[src/verilog/dsa_defines.vh]
// Constants for the DSP accumulator datapath
`ifndef DSA_DEFINES_VH
`define DSA_DEFINES_VH
// APB register byte addresses
`define DSA_CFG_ADDR 12'h000
`define DSA_STAT_ADDR 12'h004
`define DSA_OPND_ADDR 12'h008
`define DSA_CMD_ADDR 12'h00c
`define DSA_ACCA_LO_ADDR 12'h010
`define DSA_ACCA_HI_ADDR 12'h014
`define DSA_ACCB_LO_ADDR 12'h018
`define DSA_ACCB_HI_ADDR 12'h01c
`define DSA_WDATA_ADDR 12'h020
`define DSA_PTR_ADDR 12'h024
`define DSA_SHIFT_ADDR 12'h028
`define DSA_SHLO_ADDR 12'h02c
`define DSA_SHHI_ADDR 12'h030
// Configuration word field positions
`define DSA_CFG_IF 0
`define DSA_CFG_US 1
`define DSA_CFG_RND 2
`define DSA_CFG_DATA_WRITE_SAT_ENABLE 3
`define DSA_CFG_ACC_SAT_MODE_SELECT 4
`define DSA_CFG_ACC_B_SAT_ENABLE 6
`define DSA_CFG_ACC_A_SAT_ENABLE 7
`define DSA_CFG_ACC_A_OVERFLOW_TRAP_ENABLE 8
`define DSA_CFG_ACC_B_OVERFLOW_TRAP_ENABLE 9
`define DSA_CFG_CATASTROPHIC_TRAP_ENABLE 10
`define DSA_CFG_RESET 16'h0000
// Status word field positions
`define DSA_ST_OA 0
`define DSA_ST_OB 1
`define DSA_ST_SA 2
`define DSA_ST_SB 3
`define DSA_ST_OAB 4
`define DSA_ST_SAB 5
// Command field positions
`define DSA_CMD_SUB 0
`define DSA_CMD_ACCB 1
`define DSA_CMD_ZERO 2
`define DSA_CMD_WB 3
`define DSA_CMD_WBIND 4
`define DSA_CMD_STORE 5
`define DSA_CMD_RND 6
`define DSA_CMD_CIN 7
`define DSA_CMD_SHACC 8
`define DSA_CMD_SHSEL 9
`define DSA_CMD_LOGIC 10
`define DSA_CMD_SHIFT 11
// Saturation values
`define DSA_MAX40 40'h7fffffffff
`define DSA_MIN40 40'h8000000000
`define DSA_MAX32 40'h007fffffff
`define DSA_MIN32 40'h0080000000
`define DSA_MAXW 16'h7fff
`define DSA_MINW 16'h8000
`define DSA_PTR_STEP 16'h0002
`endif

[src/verilog/dsa_accumulator.v]
// DSP accumulator datapath with APB register access
//
// Functional notes
// RULE_01: 40-bit adder, subtract complements, borrow active-low
// RULE_02: Guard overflow flag reflects latest operation
// RULE_03: Guard or catastrophic flags request warning trap
// RULE_04: Sticky saturation flags cleared only by software
// RULE_05: Saturation off: sticky flag from bit 39
// RULE_06: Status ORs both overflow and saturation flags
// RULE_07: Saturation uses result, flags, enables, mode
// RULE_08: 40-bit mode loads 9.31 extremes, sets sticky
// RULE_09: 32-bit mode loads 1.31 extremes, sets sticky
// RULE_10: 32-bit mode never sets guard overflow
// RULE_11: Catastrophic mode sets sticky, accumulator wraps
// RULE_12: Write-back rounds high word of other accumulator
// RULE_13: Write-back direct or indirect with pointer plus two
// RULE_14: Round block yields 1.15, truncates unless rounding
// RULE_15: Conventional rounding adds bit 15
// RULE_16: Convergent rounding ties use bit 16
// RULE_17: Store truncated or rounded; write-back always rounded
// RULE_18: Write saturation clamps high to 0x7FFF
// RULE_19: Write saturation clamps low, sign bit 39
// RULE_20: Write saturation off passes value unchanged
// RULE_21: Signed shift amount, one cycle, up to 16
// RULE_22: 40-bit shifter, X operand placement by direction
// RULE_23: Configuration bits select all engine options; bits 0 and 1 (IF, US) drive no logic
// RULE_24: Mode bit one selects 40-bit saturation
`include "dsa_defines.vh"
module dsa_accumulator (
  input wire core_clk, // 50 MHz core clock
  input wire reset, // Asynchronous reset, active high
  input wire psel, // APB select
  input wire penable, // APB enable
  input wire pwrite, // APB direction
  input wire [11:0] paddr, // APB byte address
  input wire [31:0] pwdata, // APB write data
  output reg [31:0] prdata, // APB read data
  output reg pready, // APB ready
  output reg pslverr, // APB error
  output reg trapReq, // Arithmetic warning trap pulse
  output reg xWriteValid, // X bus write strobe pulse
  output reg [15:0] xWriteAddr, // X bus write address
  output reg [15:0] xWriteData // X bus write data
);
  // ------------------------------------------------------------
  // Registers
  // ------------------------------------------------------------
  reg [15:0] coreConfig_q;
  reg [39:0] accA_q;
  reg [39:0] accB_q;
  reg [39:0] operand_q;
  reg [39:0] shiftRes_q;
  reg [5:0] shiftAmt_q;
  reg [15:0] wbPtr_q;
  reg [15:0] storeWord_q;
  reg accAGuardOvf_q;
  reg accBGuardOvf_q;
  reg accAStickySat_q;
  reg accBStickySat_q;
  reg opPending_q;
  reg [11:0] cmd_q;
  // ------------------------------------------------------------
  // Bus decode
  // ------------------------------------------------------------
  wire busWrite;
  wire busRead;
  wire addrOk;
  wire accessDone;
  // A write lands only at the edge where pready is seen high, so a
  // held request is applied once and a command never runs twice
  assign accessDone = psel && penable && pready;
  assign busWrite = accessDone && pwrite;
  assign busRead = psel && penable && !pwrite;
  assign addrOk = (paddr[1:0] == 2'b00) && (paddr <= `DSA_SHHI_ADDR);
  // ------------------------------------------------------------
  // Adder and saturation
  // ------------------------------------------------------------
  wire useB;
  wire [39:0] target;
  wire [39:0] other;
  wire [39:0] lhs;
  wire [39:0] rhs;
  wire cin;
  wire [40:0] sum;
  wire [39:0] raw;
  wire ovf39;
  wire ovf31;
  wire guardOvf;
  wire satEn;
  wire mode40;
  reg [39:0] satRes;
  reg satHit;
  assign useB = cmd_q[`DSA_CMD_ACCB];
  assign target = useB ? accB_q : accA_q;
  assign other = useB ? accA_q : accB_q;
  // Optional zero input on the accumulator side
  assign lhs = cmd_q[`DSA_CMD_ZERO] ? 40'h0000000000 : target;
  // Subtract complements operand; carry doubles as active-low borrow
  assign rhs = cmd_q[`DSA_CMD_SUB] ? ~operand_q : operand_q; // RULE_01
  assign cin = cmd_q[`DSA_CMD_CIN]; // RULE_01
  assign sum = {1'b0, lhs} + {1'b0, rhs} + {40'h0000000000, cin};
  assign raw = sum[39:0];
  // Signed overflow out of bit 39
  assign ovf39 = (lhs[39] == rhs[39]) && (raw[39] != lhs[39]);
  // Value no longer fits 1.31
  assign ovf31 = !ovf39 && (raw[39:31] != {9{raw[39]}});
  // Guard bits that disagree among themselves mark a guard overflow
  assign guardOvf = raw[39:32] != {8{raw[39]}}; // RULE_02
  assign satEn = useB ? coreConfig_q[`DSA_CFG_ACC_B_SAT_ENABLE]
                      : coreConfig_q[`DSA_CFG_ACC_A_SAT_ENABLE]; // RULE_07 RULE_23
  assign mode40 = coreConfig_q[`DSA_CFG_ACC_SAT_MODE_SELECT]; // RULE_24
  // Choose saturation value by mode
  always @*
  begin
    satRes = raw;
    satHit = 1'b0;
    if (!satEn)
      satHit = ovf39; // RULE_05 RULE_11
    else if (mode40)
    begin
      if (ovf39) // RULE_08
      begin
        satHit = 1'b1;
        satRes = lhs[39] ? `DSA_MIN40 : `DSA_MAX40;
      end
    end
    else if (ovf39 || ovf31) // RULE_09
    begin
      satHit = 1'b1;
      satRes = (ovf39 ? lhs[39] : raw[39]) ? `DSA_MIN32 : `DSA_MAX32;
    end
  end
  // ------------------------------------------------------------
  // Round, write saturation and shifter
  // ------------------------------------------------------------
  wire [15:0] wbWord;
  wire [15:0] storeWord;
  wire [39:0] shiftIn;
  wire [39:0] shiftOut;
  wire [39:0] xPlaced;
  // Write-back always rounds the non-target accumulator
  dsa_round_sat wbRound (
    .accVal(other), // RULE_12
    .doRound(1'b1), // RULE_17
    .convergent(coreConfig_q[`DSA_CFG_RND]),
    .satEnable(coreConfig_q[`DSA_CFG_DATA_WRITE_SAT_ENABLE]),
    .wordOut(wbWord)
  );
  // Store truncates or rounds the target as asked
  dsa_round_sat storeRound (
    .accVal(target),
    .doRound(cmd_q[`DSA_CMD_RND]), // RULE_17
    .convergent(coreConfig_q[`DSA_CFG_RND]),
    .satEnable(coreConfig_q[`DSA_CFG_DATA_WRITE_SAT_ENABLE]),
    .wordOut(storeWord)
  );
  // X operand sits high for right shifts, low for left
  assign xPlaced = shiftAmt_q[5]
    ? {24'h000000, operand_q[15:0]}
    : {{8{operand_q[15]}}, operand_q[15:0], 16'h0000}; // RULE_22
  assign shiftIn = cmd_q[`DSA_CMD_SHACC] ? target : xPlaced;
  dsa_shifter #(.W(40)) shifter (
    .operand(shiftIn),
    .amount(shiftAmt_q), // RULE_21
    .logical(cmd_q[`DSA_CMD_LOGIC]),
    .result(shiftOut)
  );
  // ------------------------------------------------------------
  // Operation execution and register writes
  // ------------------------------------------------------------
  wire doAdd;
  wire doShift;
  wire doWb;
  wire doStore;
  wire clrSa;
  wire clrSb;
  wire setOa;
  wire setOb;
  assign doAdd = opPending_q && !cmd_q[`DSA_CMD_SHIFT]
    && !cmd_q[`DSA_CMD_STORE];
  assign doShift = opPending_q && cmd_q[`DSA_CMD_SHIFT];
  assign doStore = opPending_q && cmd_q[`DSA_CMD_STORE];
  assign doWb = doAdd && cmd_q[`DSA_CMD_WB]; // RULE_12
  // Writing zero to a sticky bit clears it; writing one leaves it
  assign clrSa = busWrite && paddr == `DSA_STAT_ADDR
    && !pwdata[`DSA_ST_SA]; // RULE_04
  assign clrSb = busWrite && paddr == `DSA_STAT_ADDR
    && !pwdata[`DSA_ST_SB]; // RULE_04
  // Guard overflow is held off while 32-bit saturation is in force
  assign setOa = doAdd && !useB && guardOvf && !(satEn && !mode40); // RULE_10
  assign setOb = doAdd && useB && guardOvf && !(satEn && !mode40); // RULE_10
  // Accumulators, flags and commands
  always @(posedge core_clk or posedge reset)
  begin
    if (reset)
    begin
      coreConfig_q <= `DSA_CFG_RESET;
      accA_q <= 40'h0000000000;
      accB_q <= 40'h0000000000;
      operand_q <= 40'h0000000000;
      shiftRes_q <= 40'h0000000000;
      shiftAmt_q <= 6'h00;
      wbPtr_q <= 16'h0000;
      storeWord_q <= 16'h0000;
      accAGuardOvf_q <= 1'b0;
      accBGuardOvf_q <= 1'b0;
      accAStickySat_q <= 1'b0;
      accBStickySat_q <= 1'b0;
      opPending_q <= 1'b0;
      cmd_q <= 12'h000;
      trapReq <= 1'b0;
      xWriteValid <= 1'b0;
      xWriteAddr <= 16'h0000;
      xWriteData <= 16'h0000;
    end
    else
    begin
      opPending_q <= 1'b0;
      trapReq <= 1'b0;
      xWriteValid <= 1'b0;
      if (busWrite)
      begin
        case (paddr)
          `DSA_CFG_ADDR: coreConfig_q <= pwdata[15:0]; // RULE_23
          `DSA_OPND_ADDR: operand_q <= {{8{pwdata[31]}}, pwdata};
          `DSA_CMD_ADDR:
          begin
            cmd_q <= pwdata[11:0];
            opPending_q <= 1'b1;
          end
          `DSA_ACCA_LO_ADDR: accA_q[31:0] <= pwdata;
          `DSA_ACCA_HI_ADDR: accA_q[39:32] <= pwdata[7:0];
          `DSA_ACCB_LO_ADDR: accB_q[31:0] <= pwdata;
          `DSA_ACCB_HI_ADDR: accB_q[39:32] <= pwdata[7:0];
          `DSA_PTR_ADDR: wbPtr_q <= pwdata[15:0];
          `DSA_SHIFT_ADDR: shiftAmt_q <= pwdata[5:0];
          default: ;
        endcase
      end
      // Sticky flags: hardware set beats software clear
      if (doAdd && !useB && satHit)
        accAStickySat_q <= 1'b1; // RULE_04
      else if (clrSa)
        accAStickySat_q <= 1'b0;
      if (doAdd && useB && satHit)
        accBStickySat_q <= 1'b1; // RULE_04
      else if (clrSb)
        accBStickySat_q <= 1'b0;
      if (doAdd)
      begin
        if (useB)
        begin
          accB_q <= satRes; // RULE_08 RULE_09 RULE_11
          accBGuardOvf_q <= setOb; // RULE_02
        end
        else
        begin
          accA_q <= satRes;
          accAGuardOvf_q <= setOa; // RULE_02
        end
        // One trap pulse per adder operation at most
        trapReq <= (setOa && coreConfig_q[`DSA_CFG_ACC_A_OVERFLOW_TRAP_ENABLE])
          || (setOb && coreConfig_q[`DSA_CFG_ACC_B_OVERFLOW_TRAP_ENABLE])
          || (!satEn && satHit && coreConfig_q[`DSA_CFG_CATASTROPHIC_TRAP_ENABLE]); // RULE_03
      end
      // Direct mode replaces the pointer; indirect posts, then steps it
      if (doWb) // RULE_13
      begin
        if (cmd_q[`DSA_CMD_WBIND])
        begin
          xWriteValid <= 1'b1;
          xWriteAddr <= wbPtr_q;
          xWriteData <= wbWord;
          wbPtr_q <= wbPtr_q + `DSA_PTR_STEP;
        end
        else
          wbPtr_q <= wbWord;
      end
      if (doStore)
      begin
        storeWord_q <= storeWord;
        xWriteValid <= 1'b1;
        xWriteAddr <= wbPtr_q;
        xWriteData <= storeWord;
      end
      if (doShift)
      begin
        if (cmd_q[`DSA_CMD_SHSEL] && useB)
          accB_q <= shiftOut;
        else if (cmd_q[`DSA_CMD_SHSEL])
          accA_q <= shiftOut;
        shiftRes_q <= shiftOut;
      end
    end
  end
  // ------------------------------------------------------------
  // APB read and answer
  // ------------------------------------------------------------
  reg [31:0] rdMux;
  // Read data selection
  always @*
  begin
    rdMux = 32'h00000000;
    case (paddr)
      `DSA_CFG_ADDR: rdMux = {16'h0000, coreConfig_q};
      `DSA_STAT_ADDR: rdMux = {26'h0000000,
        accAStickySat_q | accBStickySat_q,
        accAGuardOvf_q | accBGuardOvf_q,
        accBStickySat_q, accAStickySat_q,
        accBGuardOvf_q, accAGuardOvf_q}; // RULE_06
      `DSA_OPND_ADDR: rdMux = operand_q[31:0];
      `DSA_CMD_ADDR: rdMux = {20'h00000, cmd_q};
      `DSA_ACCA_LO_ADDR: rdMux = accA_q[31:0];
      `DSA_ACCA_HI_ADDR: rdMux = {24'h000000, accA_q[39:32]};
      `DSA_ACCB_LO_ADDR: rdMux = accB_q[31:0];
      `DSA_ACCB_HI_ADDR: rdMux = {24'h000000, accB_q[39:32]};
      `DSA_WDATA_ADDR: rdMux = {16'h0000, storeWord_q};
      `DSA_PTR_ADDR: rdMux = {16'h0000, wbPtr_q};
      `DSA_SHIFT_ADDR: rdMux = {26'h0000000, shiftAmt_q};
      `DSA_SHLO_ADDR: rdMux = shiftRes_q[31:0];
      `DSA_SHHI_ADDR: rdMux = {24'h000000, shiftRes_q[39:32]};
      default: rdMux = 32'h00000000;
    endcase
  end
  // One wait state: pready rises the cycle after penable
  always @(posedge core_clk or posedge reset)
  begin
    if (reset)
    begin
      pready <= 1'b0;
      pslverr <= 1'b0;
      prdata <= 32'h00000000;
    end
    else
    begin
      pready <= psel && penable && !pready;
      pslverr <= psel && penable && !pready && !addrOk;
      prdata <= (busRead && !pready) ? rdMux : 32'h00000000;
    end
  end
endmodule

[src/verilog/dsa_round_sat.v]
// Round logic and data space write saturation
`include "dsa_defines.vh"
module dsa_round_sat (
  input wire [39:0] accVal, // Source accumulator
  input wire doRound, // Round requested
  input wire convergent, // Convergent rounding mode
  input wire satEnable, // Data write saturation on
  output reg [15:0] wordOut // 1.15 word for data space
);
  reg incr;
  reg [24:0] wide;
  // Round then saturate against the accumulator sign
  always @*
  begin
    incr = 1'b0;
    if (doRound) // RULE_14
    begin
      incr = accVal[15]; // RULE_15
      if (convergent && accVal[15:0] == 16'h8000) // RULE_16
        incr = accVal[16];
    end
    wide = accVal[39:15] + {24'h000000, incr};
    wordOut = wide[16:1];
    if (satEnable)
    begin
      if (!accVal[39] && wide[24:16] != 9'h000) // RULE_18
        wordOut = `DSA_MAXW;
      else if (accVal[39] && wide[24:16] != 9'h1ff) // RULE_19
        wordOut = `DSA_MINW;
    end // RULE_20 otherwise passes unmodified
  end
endmodule

[src/verilog/dsa_shifter.v]
// 40-bit signed-amount barrel shifter
module dsa_shifter #(
  parameter W = 40
) (
  input wire [W-1:0] operand, // Value to shift
  input wire signed [5:0] amount, // Positive right, negative left
  input wire logical, // Logical right shift
  output reg [W-1:0] result // Shifted value
);
  reg [4:0] mag;
  reg signed [5:0] negAmt;
  // One-cycle shift by up to 16 in either direction
  always @*
  begin
    mag = 5'h00;
    negAmt = -amount;
    result = operand;
    if (amount > 6'sd0) // RULE_21
    begin
      mag = (amount > 6'sd16) ? 5'h10 : amount[4:0];
      if (logical)
        result = operand >> mag;
      else
        result = $signed(operand) >>> mag;
    end
    else if (amount < 6'sd0)
    begin
      mag = (amount < -6'sd16) ? 5'h10 : negAmt[4:0];
      result = operand << mag;
    end
  end
endmodule
[config.mk]
export PLATFORM = sky130hd
export DESIGN_NAME = dsa_accumulator
export DESIGN_NICKNAME = d
export VERILOG_FILES = /design/src/verilog/dsa_accumulator.v /design/src/verilog/dsa_round_sat.v /design/src/verilog/dsa_shifter.v
export VERILOG_INCLUDE_DIRS = /design/src /design/src/verilog
export SDC_FILE = /design/constraint.sdc
export NUM_CORES = 2
export LEC_CHECK = 0
export CAP_MARGIN = 20
export CORE_MARGIN = 5
export CORE_UTILIZATION = 45
export DETAILED_ROUTE_END_ITERATION = 8
export DONT_BUFFER_PORTS = 1
export GPL_TIMING_DRIVEN = 1
export SLEW_MARGIN = 10
export SYNTH_ARGS = -nofsm -noshare
export SYNTH_HDL_FRONTEND = slang
export SYNTH_HIERARCHICAL = 1
export SYNTH_SLANG_ARGS = --single-unit
[constraint.sdc]
create_clock -name core_clk -period 8.2 [get_ports core_clk]
set_input_delay 0.82 -clock core_clk [delete_from_list [all_inputs] [get_ports core_clk]]
set_output_delay 0.82 -clock core_clk [all_outputs]
set_load 0.01 [all_outputs]
==> impl_results.md <==
- Area grow syn2layout: 6.28%
- Max incr delay on CP: 1.05 ns
- Wire per inst: 33.1 um
- Worst-Skew Late Latency: 0.58 ns
- Vias per cell: 7.14
- FF+latch area: 0.00729 mm2
- Startpoint Class: flip-flop
- Measured slew at the worst slew-check pin: 1.24 ns
- CTS tree: done
- Synth area leader: dfrtp_1
- Ant. Diodes: 0
- DIE AREA: 0.0639 mm2
- CP Class: reg -> reg
- Leading cell type in the layout, fill and taps excluded: nand2_1
- Cells along the critical path: mux2_2, nor2b_1, ha_1, nand4_1, or4_1, a21oi_2, o31ai_2, o21bai_1, a21oi_1, o21bai_1, a21o_1, fa_1, or4_4, o32a_4, o211a_1, nor2b_2, buf_4, a21oi_1
- # hold bufs at CTS: 0
- Vias in the first global route: 25600
- Crit-path slowest cell: dfrtp_4
- Nets: 3120
- Clock buffer depth: 3
- Final Hold Viols: 0
- Total number of vias: 27300
- Final Setup Violations: 0
- CP bufs+invs: 1
- Status: finished with violations
- Initial core utilization: 0.452
- Synth Area per Inst: 8.40 um2
- CTS Buf Count: 35
- Die X: 253 um
- Iteration-0 DRC Markers: 4043
- Post-synthesis async set-or-reset flop share: 1.00
- Clock period minus worst slack: 6.96 ns
- Core Region: 0.0587 mm2
- Final setup skew: 0.0378 ns
- GP Congestion: 1.04
- Grt ovf: 0
- # port buffers: 0
- Seq/Total Area, Yosys: 0.275
- Synthesis-stage register bit count: 291
- Post-route clock period utilization: 0.849
- Yosys cell types: 112
- Drt drc: 26
- Syn Inst Count: 3157
- Worst EP required: 8.61 ns
- Leakage power: 0.0118 uW
- Worst path top cell family by delay: compound AO/OA/AOI/OAI gates
- Multi-input gate area: 0.0178 mm2
- Largest cells by area after synthesis: dfrtp_1, mux2_2, nand2_1
- # resized after CTS: 0
- Share of the synthesized area in the top cell type: 0.275
- Hold crit path type: in -> async
- Maxcap violations: 0
- Critical path peak fanout: 74
- Reg clk slew, reported paths: 0.06 ns
- Most used DFF post-synth: dfrtp_1
- Max VDD drop: 0.138 mV
- Fillers: 5689
- Post-DRT Antenna Nets: 0
- Pins over their slew limit: 0
- Clock Sink Count: 291
- Setup TNS: 0 ns
- First-pass GRT wire length: 182000 um
- Root buf cell: clkbuf_16
- Final HPWL DP: 94900 um
- Io pins: 117
- Layout cells sized above 1: 0.181
- Row count: 89
- FMAX: 0.144 GHz
- Post-CTS setup buffers: 0
- Rel. slew slack: 0.173
- Failing checks: design-rule violations
- H-tree depth: 2
- Initial antenna violation count: 1
- Arrival time worst endpoint: 7.36 ns
- Total Wirelength: 127000 um
- Pre-Repair DR Iteration Count: 9
- Synth Warn #: 6
- Final WS setup: 1.24 ns
- Critical Path Sink Type: flip-flop
- Synthesized cell area: 0.0265 mm2
- Number of synthesized flops with an enable pin: 0
- Pre-CTS setup slack: 1.41 ns
- Largest net degree at the start of global routing: 142
- Power per Cell Area: 107 mW/mm2
- Most frequent cells in the layout: nand2_1, mux2_2, dfrtp_1
- Die Ht: 253 um
- Unrepaired setup endpoints after global routing: no
- GRT Total Usage: 0.379
-- worst paths after layout --
kind                                from        endpoint  slack, ns  depth (start not counted)
setup / recovery                cmd_q[1]      accA_q[25]       1.24                         18
hold / removal                     reset   xWriteAddr[0]       0.16                          1
setup reg to reg                cmd_q[1]      accA_q[25]       1.24                         18
hold reg to reg            shiftRes_q[3]   shiftRes_q[3]       0.48                          2
max in group asynchronous          reset  shiftRes_q[22]       6.68                          2
min in group core_clk          pwdata[7]        cmd_q[7]       0.37                          2
-- through the flow --
| stage | total power, uW | hold WS [ns] | cell area, um2 | util | cells |
|---|---|---|---|---|---|
| floorplan | 1500 | 0.450 | 26500 | - | 3158 |
| global placement | 1510 | 0.471 | 27000 | 0.460 | 3757 |
| detailed placement | 1510 | 0.474 | 27000 | 0.461 | 3759 |
| CTS | 3040 | 0.174 | 28200 | 0.480 | 3822 |
| global route | 3100 | 0.228 | 28200 | 0.480 | 3825 |
| finish | 3030 | 0.165 | 28200 | 0.480 | 3825 |
-- cell usage after synthesis (29+ instances only) --
| cell type | instances |
|---|---|
| nand3_1 | 95 |
| nand2b_1 | 32 |
| a222oi_1 | 51 |
| xor2_1 | 59 |
| o211ai_1 | 63 |
| buf_2 | 63 |
| xnor2_1 | 49 |
| o21ai_0 | 174 |
| mux2_2 | 305 |
| ha_1 | 42 |
| nand2_1 | 356 |
| nor2_1 | 187 |
| o22ai_1 | 109 |
| a31oi_1 | 65 |
| clkbuf_1 | 162 |
| dfrtp_1 | 291 |
| mux2i_1 | 100 |
| a211oi_1 | 46 |
| nand4_1 | 34 |
| nor3_1 | 53 |
| nor2b_1 | 50 |
| a22oi_1 | 29 |
| inv_1 | 53 |
| a21oi_1 | 239 |
-- per-layer routing --
metal / routed length, um / share of wire / GRT usage / vias to the layer above
met4: 9240 / 0.073 / 0.211 / 0
met1: 49000 / 0.39 / 0.502 / 13300
met2: 54400 / 0.43 / 0.576 / 1915
met5: 0 / 0 / 0 / -
li1: - / - / - / 11600
met3: 14100 / 0.11 / 0.0853 / 419
-- cell families (layout without fill, tap and decap cells) --
logic type	after synthesis	count (layout)	share of synthesized area
AOI/OAI and AO/OA	1032	1032	0.262
and+or+nand+nor	938	938	0.171
muxes	417	417	0.177
buffers and inverters	323	217	0.0550
DFF	291	291	0.275
xor gates and xnor gates	110	110	0.0378
adders and majority gates	45	45	0.0221
other	1	2	0.000141
-- layout make-up --
| class | count | area share |
|---|---|---|
| well taps | 773 | 0.0343 |
| clock inverters | 14 | 0.00515 |
| inverters | 56 | 0.00759 |
| flip-flops and latches | 291 | 0.259 |
| repair buffers | 98 | 0.0265 |
| multi-input cells | 2544 | 0.633 |
| clock buffers | 49 | 0.0347 |
-- state kept, by name (all words and copies together) (netlist names) --
signal	cells
accA_q	40
accB_q	40
shiftRes_q	40
operand_q	32
prdata	32
coreConfig_q	16
storeWord_q	16
wbPtr_q	16
xWriteAddr	16
xWriteData	16
cmd_q	12
shiftAmt_q	6
accAGuardOvf_q	1
accAStickySat_q	1
accBGuardOvf_q	1
accBStickySat_q	1
opPending_q	1
pready	1
pslverr	1
trapReq	1
xWriteValid	1
-- power by group --
| group | internal, uW | switching [uW] |
|---|---|---|
| registers | 1440 | 1.35 |
| clock network | 877 | 668 |
| logic | 6.09 | 35.8 |
| total | 2320 | 705 |
(Power assumes the default switching activity.)
